<file path="config.mk">
export PLATFORM = sky130hd
export DESIGN_NAME = ifl_input_fifo
export DESIGN_NICKNAME = d
export VERILOG_FILES = /design/src/ifl_pkg.sv /design/src/ifl_slot_ram.sv /design/src/ifl_sat_counter.sv /design/src/ifl_input_fifo.sv
export SDC_FILE = /design/constraint.sdc
export NUM_CORES = 1
export LEC_CHECK = 0
export ABC_CLOCK_PERIOD_IN_PS = 4400
export BUFFER_PORTS_ARGS = -buffer_cell sky130_fd_sc_hd__buf_2
export CORE_MARGIN = 4
export CORE_UTILIZATION = 40
export CTS_BUF_LIST = sky130_fd_sc_hd__clkbuf_8
export DETAILED_ROUTE_END_ITERATION = 10
export SLEW_MARGIN = 25
export SYNTH_ARGS = -nofsm -noshare
export SYNTH_HDL_FRONTEND = slang
export SYNTH_SLANG_ARGS = --single-unit
</file>
<file path="constraint.sdc">
create_clock -name clk_sys -period 4.4 [get_ports clk_sys]
set_clock_uncertainty 0.1 [all_clocks]
set_input_delay 0.44 -clock clk_sys [delete_from_list [all_inputs] [get_ports clk_sys]]
set_output_delay 0.44 -clock clk_sys [all_outputs]
set_load 0.005 [all_outputs]
</file>
<file path="src/ifl_pkg.sv">
// constants and register map of the input FIFO and parity counters
// Behaviour
// - saturating count of rising-sample parity errors
// - saturating count of falling-sample parity errors
// - both counts read-only, zero after reset
// - buffer holds exactly eight slots
// - both pointers wrap from seven to zero
// - depth is read-to-write distance, equals latency
// - sync reset forces a nonzero predefined depth
// - predefined depth defaults to four slots
// - latency undefined until a sync reset
// - read side runs on clock divided by two
// - sync reset also forces the divider phase to zero
// - write and read sides reset by separate references
// - clear bit zeroes both error counts
// - sticky flags show any parity error seen
`default_nettype none
package ifl_pkg;
    localparam int          SLOTS          = 8;
    localparam int          PTR_W          = 3;
    localparam int          WORD_W         = 16;
    localparam int          CNT_W          = 8;
    localparam int          REG_W          = 8;
    localparam int          SYNC_W         = 20;
    // register offsets
    localparam logic [7:0]  OFS_PAR_CTRL   = 8'h6A;
    localparam logic [7:0]  OFS_RISE_CNT   = 8'h6B;
    localparam logic [7:0]  OFS_FALL_CNT   = 8'h6C;
    localparam logic [7:0]  OFS_IRQ_STAT   = 8'h70;
    localparam logic [7:0]  OFS_IRQ_MASK   = 8'h71;
    localparam logic [7:0]  OFS_FIFO_STAT  = 8'h72;
    localparam logic [7:0]  OFS_DEPTH_CFG  = 8'h73;
    localparam logic [7:0]  OFS_REVISION   = 8'h7F;
    // control field positions
    localparam int          BIT_PAR_EN     = 7;
    localparam int          BIT_PAR_EVEN   = 6;
    localparam int          BIT_PAR_CLR    = 5;
    localparam int          BIT_FALL_FLAG  = 1;
    localparam int          BIT_RISE_FLAG  = 0;
    // status and mask field positions
    localparam int          IRQ_N          = 4;
    localparam int          IRQ_RISE       = 0;
    localparam int          IRQ_FALL       = 1;
    localparam int          IRQ_FRAME      = 2;
    localparam int          IRQ_SYNC       = 3;
    // fifo status field positions
    localparam int          BIT_LOCKED     = 7;
    localparam int          BIT_FRAMESEEN  = 6;
    // synchroniser slice positions
    localparam int          SY_WCLK        = 19;
    localparam int          SY_FRAME       = 18;
    localparam int          SY_SYNC        = 17;
    localparam int          SY_PAR         = 16;
    // reset values and count ceiling
    localparam logic [PTR_W-1:0] DEPTH_RST = 3'h4;
    localparam logic [7:0]  CTRL_RST       = 8'h00;
    localparam logic [7:0]  CNT_RST        = 8'h00;
    localparam logic [7:0]  MASK_RST       = 8'h00;
    localparam logic [7:0]  CNT_MAX        = 8'hFF;
    // arbitrary neutral identity value
    localparam logic [7:0]  REVISION_DEF   = 8'h5A;
endpackage : ifl_pkg
`default_nettype wire

</file>
<file path="src/ifl_slot_ram.sv">
// eight-slot word store with registered read data
`timescale 1ns/1ps
`default_nettype none
module ifl_slot_ram
    import ifl_pkg::*;
(
    input  wire logic               clk_sys,
    input  wire logic               ce,
    input  wire logic               wrEn,
    input  wire logic [PTR_W-1:0]   wrAddr,
    input  wire logic [WORD_W-1:0]  wrData,
    input  wire logic               rdEn,
    input  wire logic [PTR_W-1:0]   rdAddr,
    output logic      [WORD_W-1:0]  rdData_q
);
    logic [WORD_W-1:0] mem [SLOTS];
    logic [WORD_W-1:0] rdData_d;

    always_comb
    begin
        rdData_d = rdData_q;
        if (ce && rdEn)
            rdData_d = mem[rdAddr];
    end

    // no reset on storage: slot contents are meaningless until written
    always_ff @(posedge clk_sys)
    begin
        if (ce && wrEn)
            mem[wrAddr] <= wrData;
        rdData_q <= rdData_d;
    end
endmodule // ifl_slot_ram
`default_nettype wire

</file>
<file path="src/ifl_sat_counter.sv">
// eight-bit saturating error counter with clear
`timescale 1ns/1ps
`default_nettype none
module ifl_sat_counter
    import ifl_pkg::*;
(
    input  wire logic               clk_sys,
    input  wire logic               reset_n,
    input  wire logic               ce,
    input  wire logic               clear,
    input  wire logic               hit,
    output logic      [CNT_W-1:0]   count_q
);
    logic [CNT_W-1:0] count_d;

    always_comb
    begin
        count_d = count_q;
        // clear zeroes; a hit in the same cycle still counts
        if (clear)
            count_d = hit ? 8'h01 : CNT_RST;
        else if (hit && count_q != CNT_MAX)
            count_d = count_q + 8'h01;
    end

    always_ff @(posedge clk_sys)
    begin
        if (!reset_n)
            count_q <= CNT_RST;
        else if (ce)
            count_q <= count_d;
    end
endmodule // ifl_sat_counter
`default_nettype wire

</file>
<file path="src/ifl_input_fifo.sv">
// input FIFO with fixed-latency sync resets and parity error counting
`timescale 1ns/1ps
`default_nettype none
module ifl_input_fifo
    import ifl_pkg::*;
#(
    parameter logic [7:0]           REVISION = REVISION_DEF
)
(
    input  wire logic               clk_sys,
    input  wire logic               reset_n,
    input  wire logic               ce,
    input  wire logic               inputWordClock,
    input  wire logic [WORD_W-1:0]  dataIn,
    input  wire logic               parityIn,
    input  wire logic               frameRef,
    input  wire logic               syncRef,
    input  wire logic [7:0]         regAddr,
    input  wire logic [REG_W-1:0]   regWrData,
    input  wire logic               regWr,
    input  wire logic               regRd,
    output logic      [REG_W-1:0]   regRdData_q,
    output logic      [WORD_W-1:0]  sampleOut,
    output logic                    sampleValid_q,
    output logic                    readTick,
    output logic                    irq
);
    ////////////////////////////////////////////////////////////////////////////
    // pin synchronisers
    logic [SYNC_W-1:0] sync1_q, sync2_q, sync3_q;

    always_ff @(posedge clk_sys)
    begin
        if (!reset_n)
        begin
            sync1_q <= '0;
            sync2_q <= '0;
            sync3_q <= '0;
        end
        else if (ce)
        begin
            sync1_q <= {inputWordClock, frameRef, syncRef, parityIn, dataIn};
            sync2_q <= sync1_q;
            sync3_q <= sync2_q;
        end
    end

    logic wclkRise, wclkFall, frameEdge, syncEdge;
    assign wclkRise  = sync2_q[SY_WCLK] & ~sync3_q[SY_WCLK];
    assign wclkFall  = ~sync2_q[SY_WCLK] & sync3_q[SY_WCLK];
    assign frameEdge = sync2_q[SY_FRAME] & ~sync3_q[SY_FRAME];
    assign syncEdge  = sync2_q[SY_SYNC] & ~sync3_q[SY_SYNC];

    ////////////////////////////////////////////////////////////////////////////
    // parity check
    function automatic logic parity_fail(input logic [WORD_W-1:0] w, input logic p, input logic even);
        parity_fail = (^{w, p}) ^ ~even;
    endfunction

    logic [7:0] ctrl_q, ctrl_d;
    logic       riseErr, fallErr, wordErr, parClear;

    // rising-clock samples sit at positions 0 and 2, falling at 1 and 3
    assign wordErr = ctrl_q[BIT_PAR_EN] &
                     parity_fail(sync2_q[WORD_W-1:0], sync2_q[SY_PAR], ctrl_q[BIT_PAR_EVEN]);
    assign riseErr = wclkRise & wordErr;
    assign fallErr = wclkFall & wordErr;
    assign parClear = regWr && regAddr == OFS_PAR_CTRL && regWrData[BIT_PAR_CLR];

    logic [CNT_W-1:0] riseCount, fallCount;

    ifl_sat_counter u_rise_cnt (
        .clk_sys (clk_sys),
        .reset_n (reset_n),
        .ce      (ce),
        .clear   (parClear),
        .hit     (riseErr),
        .count_q (riseCount)
    );

    ifl_sat_counter u_fall_cnt (
        .clk_sys (clk_sys),
        .reset_n (reset_n),
        .ce      (ce),
        .clear   (parClear),
        .hit     (fallErr),
        .count_q (fallCount)
    );

    ////////////////////////////////////////////////////////////////////////////
    // pointers, divider and latency control
    logic [PTR_W-1:0] wrPtr_q, wrPtr_d, rdPtr_q, rdPtr_d, depthCfg_q, depthCfg_d, fill;
    logic             phase_q, phase_d, locked_q, locked_d, frameSeen_q, frameSeen_d, wrEn;

    assign wrEn     = (wclkRise | wclkFall) & ~frameEdge;
    // read side ticks on every other clock
    assign readTick = phase_q;
    assign fill     = wrPtr_q - rdPtr_q;

    always_comb
    begin
        wrPtr_d     = wrPtr_q;
        rdPtr_d     = rdPtr_q;
        phase_d     = ~phase_q;
        locked_d    = locked_q;
        frameSeen_d = frameSeen_q | frameEdge;
        depthCfg_d  = depthCfg_q;
        // zero depth refused, keeps the old one
        if (regWr && regAddr == OFS_DEPTH_CFG && regWrData[PTR_W-1:0] != 3'h0)
            depthCfg_d = regWrData[PTR_W-1:0];
        if (frameEdge)
            wrPtr_d = 3'h0;
        // one slot per captured word, natural wrap
        else if (wrEn)
            wrPtr_d = wrPtr_q + 3'h1;
        if (syncEdge)
        begin
            rdPtr_d  = wrPtr_d - depthCfg_q;
            phase_d  = 1'b0;
            locked_d = frameSeen_q | frameEdge;
        end
        else if (phase_q)
            rdPtr_d = rdPtr_q + 3'h1;
    end

    always_ff @(posedge clk_sys)
    begin
        // pointers start at an unaligned state; not locked
        if (!reset_n)
        begin
            wrPtr_q     <= 3'h0;
            rdPtr_q     <= 3'h0;
            phase_q     <= 1'b0;
            locked_q    <= 1'b0;
            frameSeen_q <= 1'b0;
            depthCfg_q  <= DEPTH_RST;
        end
        else if (ce)
        begin
            wrPtr_q     <= wrPtr_d;
            rdPtr_q     <= rdPtr_d;
            phase_q     <= phase_d;
            locked_q    <= locked_d;
            frameSeen_q <= frameSeen_d;
            depthCfg_q  <= depthCfg_d;
        end
    end

    ifl_slot_ram u_ram (
        .clk_sys  (clk_sys),
        .ce       (ce),
        .wrEn     (wrEn),
        .wrAddr   (wrPtr_q),
        .wrData   (sync2_q[WORD_W-1:0]),
        .rdEn     (phase_q),
        .rdAddr   (rdPtr_q),
        .rdData_q (sampleOut)
    );

    logic sampleValid_d;
    assign sampleValid_d = ce ? phase_q : sampleValid_q;

    always_ff @(posedge clk_sys)
    begin
        if (!reset_n)
            sampleValid_q <= 1'b0;
        else
            sampleValid_q <= sampleValid_d;
    end

    ////////////////////////////////////////////////////////////////////////////
    // registers and interrupt
    logic [IRQ_N-1:0] stat_q, stat_d, mask_q, mask_d, events;
    logic [REG_W-1:0] regRdData_d;

    assign events = {syncEdge, frameEdge, fallErr, riseErr};
    assign irq    = |(stat_q & mask_q);

    always_comb
    begin
        ctrl_d = ctrl_q;
        stat_d = stat_q;
        mask_d = mask_q;
        if (regWr && regAddr == OFS_PAR_CTRL)
        begin
            ctrl_d[BIT_PAR_EN]   = regWrData[BIT_PAR_EN];
            ctrl_d[BIT_PAR_EVEN] = regWrData[BIT_PAR_EVEN];
        end
        if (parClear)
        begin
            ctrl_d[BIT_RISE_FLAG] = 1'b0;
            ctrl_d[BIT_FALL_FLAG] = 1'b0;
        end
        // sticky flags, set wins over clear
        if (riseErr)
            ctrl_d[BIT_RISE_FLAG] = 1'b1;
        if (fallErr)
            ctrl_d[BIT_FALL_FLAG] = 1'b1;
        if (regWr && regAddr == OFS_IRQ_STAT)
            stat_d = stat_q & ~regWrData[IRQ_N-1:0];
        stat_d = stat_d | events;
        if (regWr && regAddr == OFS_IRQ_MASK)
            mask_d = regWrData[IRQ_N-1:0];
        regRdData_d = regRdData_q;
        if (regRd)
        begin
            case (regAddr)
                OFS_PAR_CTRL:  regRdData_d = {ctrl_q[7:6], 4'h0, ctrl_q[1:0]};
                OFS_RISE_CNT:  regRdData_d = riseCount;
                OFS_FALL_CNT:  regRdData_d = fallCount;
                OFS_IRQ_STAT:  regRdData_d = {4'h0, stat_q};
                OFS_IRQ_MASK:  regRdData_d = {4'h0, mask_q};
                OFS_FIFO_STAT: regRdData_d = {locked_q, frameSeen_q, 3'h0, fill};
                OFS_DEPTH_CFG: regRdData_d = {5'h00, depthCfg_q};
                OFS_REVISION:  regRdData_d = REVISION;
                default:       regRdData_d = 8'h00;
            endcase
        end
    end

    // ce low freezes the bus too: reads return the held value and writes are lost
    always_ff @(posedge clk_sys)
    begin
        if (!reset_n)
        begin
            ctrl_q      <= CTRL_RST;
            stat_q      <= '0;
            mask_q      <= MASK_RST[IRQ_N-1:0];
            regRdData_q <= 8'h00;
        end
        else if (ce)
        begin
            ctrl_q      <= ctrl_d;
            stat_q      <= stat_d;
            mask_q      <= mask_d;
            regRdData_q <= regRdData_d;
        end
    end
endmodule // ifl_input_fifo
`default_nettype wire

</file>
# --- Yosys cells after proc, flatten, opt, wreduce, memory -nomap -nowiden ---
# Memory sizes are Yosys's and may differ from the RTL's. A register that Yosys moved wholly into a read port is not among the register bits.
# Cells that the tools add are included.
op_classes:
  addsub: 6
  n_eq_ne: 10
  mux: 18
  bitwise_logic: 22
  reduce_logical: 28
op_table:
  columns: ["cell", "count"]
  rows:
  - ["== test 8 x 7 -> 1 bit (second input constant)", 8]
  - ["one-hot mux 8 bit (8 select lines)", 1]
  - ["two-way mux 8 bit", 4]
  - ["AND reduction 2 bit", 10]
  - ["parity 17 bit", 1]
  - ["adder 8 x 1 -> 8 bit (second input constant)", 2]
  - ["!= test 8 bit (second input constant)", 2]
  - ["two-way mux 3 bit", 4]
  - ["logical AND 1 bit", 10]
  - ["nonzero test 2 bit", 5]
  - ["bitwise AND 1 bit", 8]
  - ["bitwise AND 4 bit", 2]
  - ["two-way mux 1 bit", 7]
  - ["NOT 1 bit", 7]
  - ["adder 3 x 1 -> 3 bit (second input constant)", 2]
  - ["subtractor 3 bit", 2]
  - ["two-way mux 4 bit", 1]
  - ["NOT 4 bit", 1]
  - ["OR 4 bit", 1]
  - ["OR reduction 4 bit", 1]
  - ["nonzero test 3 bit", 1]
  - ["two-way mux 2 bit", 1]
  - ["OR 1 bit", 2]
  - ["XOR 1 bit", 1]
word_totals:
  reg_bits: 109
  mem_bits_rw: 128
  in_bits: 41
  out_inout_bits: 27
  word_cells: 103
  memories: 1
mem_list:
  columns: ["name", "depth", "word_bits", "read_ports", "rd_clocked_by_memory_dff", "wr", "line", "text"]
  rows:
  - ["u_ram.mem", 8, 16, 1, 1, 1, "ifl_slot_ram.sv:16", "logic [WORD_W-1:0] mem [SLOTS];"]

# --- Depth between registers and ports, before layout ---
logic_depth:
  depth_word: 8
  ltp_mapped: 11
  depth_no_buf: 11

# --- Hierarchy ---
# From an unflattened synthesis, not the netlist that was laid out.
unflattened:
  hier_cells: 741
  hier_area_um2: 10334.9
by_module_without_submodules:
  columns: ["module", "instances", "cells_per_inst", "area_per_inst_um2"]
  rows:
  - ["ifl_slot_ram", 1, 215, 5462.7]
  - ["ifl_input_fifo", 1, 404, 3828.7]
  - ["ifl_sat_counter", 2, 61, 521.8]

# --- Worst setup path after synthesis ---
# No wires, ideal clock.
synth_timing:
  kind: "reg-to-reg"
  start: "register rdPtr_q[1]"
  end: "register regRdData_q[2]"
  arrival_ns: 2.624
  required_time_ns: 4.172
  slack_ns: 1.549
  path_stages_with_launch: 11
  path_buffers: 2
  cell_sequence: "dfxtp_1 clkbuf_1 clkbuf_1 inv_1 fa_1 xor2_1 xnor2_1 mux4_2 a222oi_1 a2bb2oi_1 nor2_1"
synth_via:
  elab_chain_cells: 2
synth_lines:
  columns: ["item", "line", "text"]
  rows:
  - ["start, declared", "ifl_input_fifo.sv:92", "logic [PTR_W-1:0] wrPtr_q, wrPtr_d, rdPtr_q, rdPtr_d, depthCfg_q, depthCfg_d, fill;"]
  - ["start signal, assigned", "ifl_input_fifo.sv:141", "rdPtr_q <= rdPtr_d;"]
  - ["subtractor 3 bit", "ifl_input_fifo.sv:98", "assign fill = wrPtr_q - rdPtr_q;"]
  - ["one-hot mux 8 bit (8 select lines)", "ifl_input_fifo.sv:207", "case (regAddr)"]
  - ["end signal, assigned", "ifl_input_fifo.sv:236", "regRdData_q <= regRdData_d;"]
  - ["end, declared", "ifl_input_fifo.sv:22", "output logic [REG_W-1:0] regRdData_q,"]
# No other way between the ends.
# A chain may end at the register's enable or synchronous reset.

# --- Worst setup path in the final report ---
layout_timing:
  start: "register sync2_q[13]"
  end: "register u_rise_cnt.count_q[2]"
layout_via:
  elab_chain_cells: 7
layout_lines:
  columns: ["item", "line", "text"]
  rows:
  - ["start, declared", "ifl_input_fifo.sv:30", "logic [SYNC_W-1:0] sync1_q, sync2_q, sync3_q;"]
  - ["start signal, assigned", "ifl_input_fifo.sv:43", "sync2_q <= sync1_q;"]
  - ["parity 17 bit", "ifl_input_fifo.sv:57", "parity_fail = (^{w, p}) ^ ~even;"]
  - ["XOR 1 bit", "ifl_input_fifo.sv:57", null]
  - ["bitwise AND 1 bit", "ifl_input_fifo.sv:64", "assign wordErr = ctrl_q[BIT_PAR_EN] &"]
  - ["bitwise AND 1 bit", "ifl_input_fifo.sv:66", "assign riseErr = wclkRise & wordErr;"]
  - ["logical AND 1 bit", "ifl_sat_counter.sv:22", "else if (hit && count_q != CNT_MAX)"]
  - ["nonzero test 2 bit (no source line)", null, null]
  - ["AND reduction 2 bit (no source line)", null, null]
  - ["end signal, assigned", "ifl_sat_counter.sv:31", "count_q <= count_d;"]
  - ["end, declared", "ifl_sat_counter.sv:12", "output logic [CNT_W-1:0] count_q"]
# No other way between the ends.

==> run metrics <==
status finished clean; kind of start point of the critical path register; crit path capture type register; via count 5994; relative slew slack 42.93%; Synth Register Bits 236; PostCTS Resize Cnt 0; Site Rows 57; Max-Cap Viols 0; global route overflow 0; Final nets 844; crit-path max FO 17; Crit Path Class reg -> reg; worst vdd ir 0.2056 mV; ANT nets after route 0; Initial Utilization 40.65%; clk buf depth 3; worst hold path stage count 3; Seq pwr share 52.6%; Crit-path slowest cell xnor2_2; # placed instances 1074; CTS Buf Count 39; Cell Chain, Critical Path xnor2_1, xnor2_1, xnor3_2, xnor2_2, buf_4, a21o_1, a31oi_1; Worst Setup SP sync2_q[13]$_SDFFE_PN0P_; Slew @ Worst Pin 0.8496 ns; Total GRT Usage 16.01%; Gate Count Post-Synth 709; Net Sw Frac 23.74%; core area 0.02432 mm^2; drt drc 0; Fmax 345.5 MHz; IO buf count 66; Crit path depth 7; area leader, netlist edfxtp_1; CTS clk-pin slew, worst paths 0.06 ns; clock sinks 236; GR Util met3 3.649%; DIE HEIGHT 165.2 um; prevailing post-synth register cell edfxtp_1; Lkg Pwr 0.003999 uW; area share of the largest cell type after synthesis 43.74%; P_int 3480 uW; met1 Use GR 19.98%; Clock Power Share 40.3%; mean post-synth cell area 13.94 um^2; number of global-route vias before repair 6494; final number of max-transition violations 0; TritonCTS clock tree built; EDFF count, synth 144; library cells used by synthesis 61; global-route wire length before repair 34160 um; Post-CTS Hold Buffers 0; top-count cell post-synth edfxtp_1; Final Hold Fails 0; total inserted antenna cells 0; Tcrit/Tclk final 65.78%; DRT iter0 DRCs 296; Min-Delay Path Class in -> reg; root buf cell clkbuf_8; Critical Path RT 4.69 ns; setup tns final 0 ns; layout cells sized above 1 25.03%; routing usage on met2 27.65%; Worst-Skew Late Latency 0.53 ns; endpoints failing setup 0; largest net degree at the start of global routing 46; H-Tree Depth 2; Setup crit end u_rise_cnt.count_q[2]$_SDFFE_PN0P_; worst reg2reg path depth 7; Post-CTS Setup Bufs 0; minimum clock period 2.894 ns; Area contributors post-synth edfxtp_1 44%, dfxtp_1 19%, mux4_2 8.0%; drt pass-1 iters 4; most frequent CP cell xnor2_1; initial antenna violation count 0; FF-to-FF setup slack 1.51 ns; Die Area 0.02729 mm^2; fin cells 1147; most frequent cells after synthesis 144 x edfxtp_1, 92 x dfxtp_1, 81 x nor2_1; GRT Max-Usage Layer met2; critical path buffer and inverter count 1; CP top delay family XOR/XNOR gates; DIE WIDTH 165.2 um; number of I/O pins 68; combinational share of power 7.2%; post-synthesis cell area 0.009886 mm^2; total routed wirelength 21390 um; power density of the placed cells 402.0 mW/mm^2; Crit path largest cell delay 0.65 ns; syn_nets 760; r2r endpoint u_rise_cnt.count_q[2]$_SDFFE_PN0P_; sequential-to-total area share from yosys stat 62.37%; Area Overhead vs Synth 14.82%; GPL Wtd Cong 0.8565; worst r2r src sync2_q[13]$_SDFFE_PN0P_; Yosys warnings 0; dpl hpwl 13520 um; vias per cell 5.226; asr flop ratio synth 0%; P_sw 1083 uW; RSZ-0062 raised after global routing false; routed length per instance 18.65 um; critical path arrival 3.19 ns
-- how the worst min path moves through the flow --
stage                                       from                  endpoint
after floorplan           ctrl_q[0]$_SDFFE_PN0P_    ctrl_q[0]$_SDFFE_PN0P_
after global placement    ctrl_q[0]$_SDFFE_PN0P_    ctrl_q[0]$_SDFFE_PN0P_
after detailed placement  ctrl_q[0]$_SDFFE_PN0P_    ctrl_q[0]$_SDFFE_PN0P_
after CTS                             dataIn[13]  sync1_q[13]$_SDFFE_PN0P_
after global routing                  dataIn[12]  sync1_q[12]$_SDFFE_PN0P_
final                                 dataIn[13]  sync1_q[13]$_SDFFE_PN0P_
-- layer usage --
metal	routed length [um]	part of all wire, %	up-vias
met2	10620	50	166
met4	450	2.1	0
met3	1269	5.9	42
li1	-	-	2857
met1	9053	42	2929
met5	0	0	-
-- state kept, by name, indices dropped and copies added, names as in the netlist, 8 cells and up --
| register | cells |
|---|---|
| sync1_q | 20 |
| u_ram.rdData_q | 16 |
| u_ram.mem | 128 |
| sync2_q | 20 |
| u_fall_cnt.count_q | 8 |
| regRdData_q | 8 |
| u_rise_cnt.count_q | 8 |
-- final cells by class --
class                           count  area [um^2]
Clock inverter                     28        157.7
Fill cell                        2169        12970
Timing Repair Buffer               81        454.2
Inverter                           11        41.29
Multi-Input combinational cell    424         3533
Clock buffer                       43        591.8
Sequential cell                   236         6167
Tap cell                          324        405.4
-- worst reg2reg max path: stages (launching register included) --
cell	delay, ns
dfxtp_1	0.54
xnor2_1	0.19
xnor2_1	0.16
xnor3_2	0.52
xnor2_2	0.65
buf_4	0.32
a21o_1	0.18
a31oi_1	0.10
-- placed cells by master, fill, tap and decap left out, drive strengths merged, types with 6 or more instances in the layout --
master / count
nor2b: 6
o21ai: 12
nand3: 16
clkbuf: 43
a22oi: 9
edfxtp: 144
mux2i: 51
dfxtp: 92
and3: 8
a21oi: 24
clkinv: 10
buf: 81
a211oi: 7
nor3: 9
nand2: 33
ha: 8
nor2: 81
nand4: 6
mux2: 18
inv: 25
a31oi: 14
mux4: 35
nand2b: 6
xnor2: 15
nand3b: 7
and2: 7
xor2: 7
-- through the flow --
step	area (um^2)	util (%)	worst slack (ns)	power [uW]	hold WS (ns)
CTS	11320	46.56	1.465	4631	0.005731
floorplan	9886	-	1.549	2704	0.3368
finish	11350	46.67	1.506	4563	0.04511
global route	11350	46.67	1.295	4763	0.02291
global placement	10570	43.48	1.580	2767	0.3486
detailed placement	10570	43.48	1.509	2777	0.3553
-- power by group through the flow --
stage                     Combinational [uW]  Sequential (uW)  Clock [uW]
after CTS                                332             2400        1900
after floorplan                          266             2440           0
after global placement                   323             2440           0
final                                    326             2400        1840
after global routing                     360             2400        2000
after detailed placement                 329             2450           0
-- cell families (layout without fill, tap and decap cells) --
family	count (synthesis)	in the layout	share of synthesized area (%)
compound gates	92	92	6.569
simple gates	194	194	9.632
flops	236	236	62.37
fa+ha+maj	10	10	1.418
xor+xnor	24	24	2.569
buf+inv	49	163	2.126
mux	104	104	15.31
(Power assumes the default switching activity.)
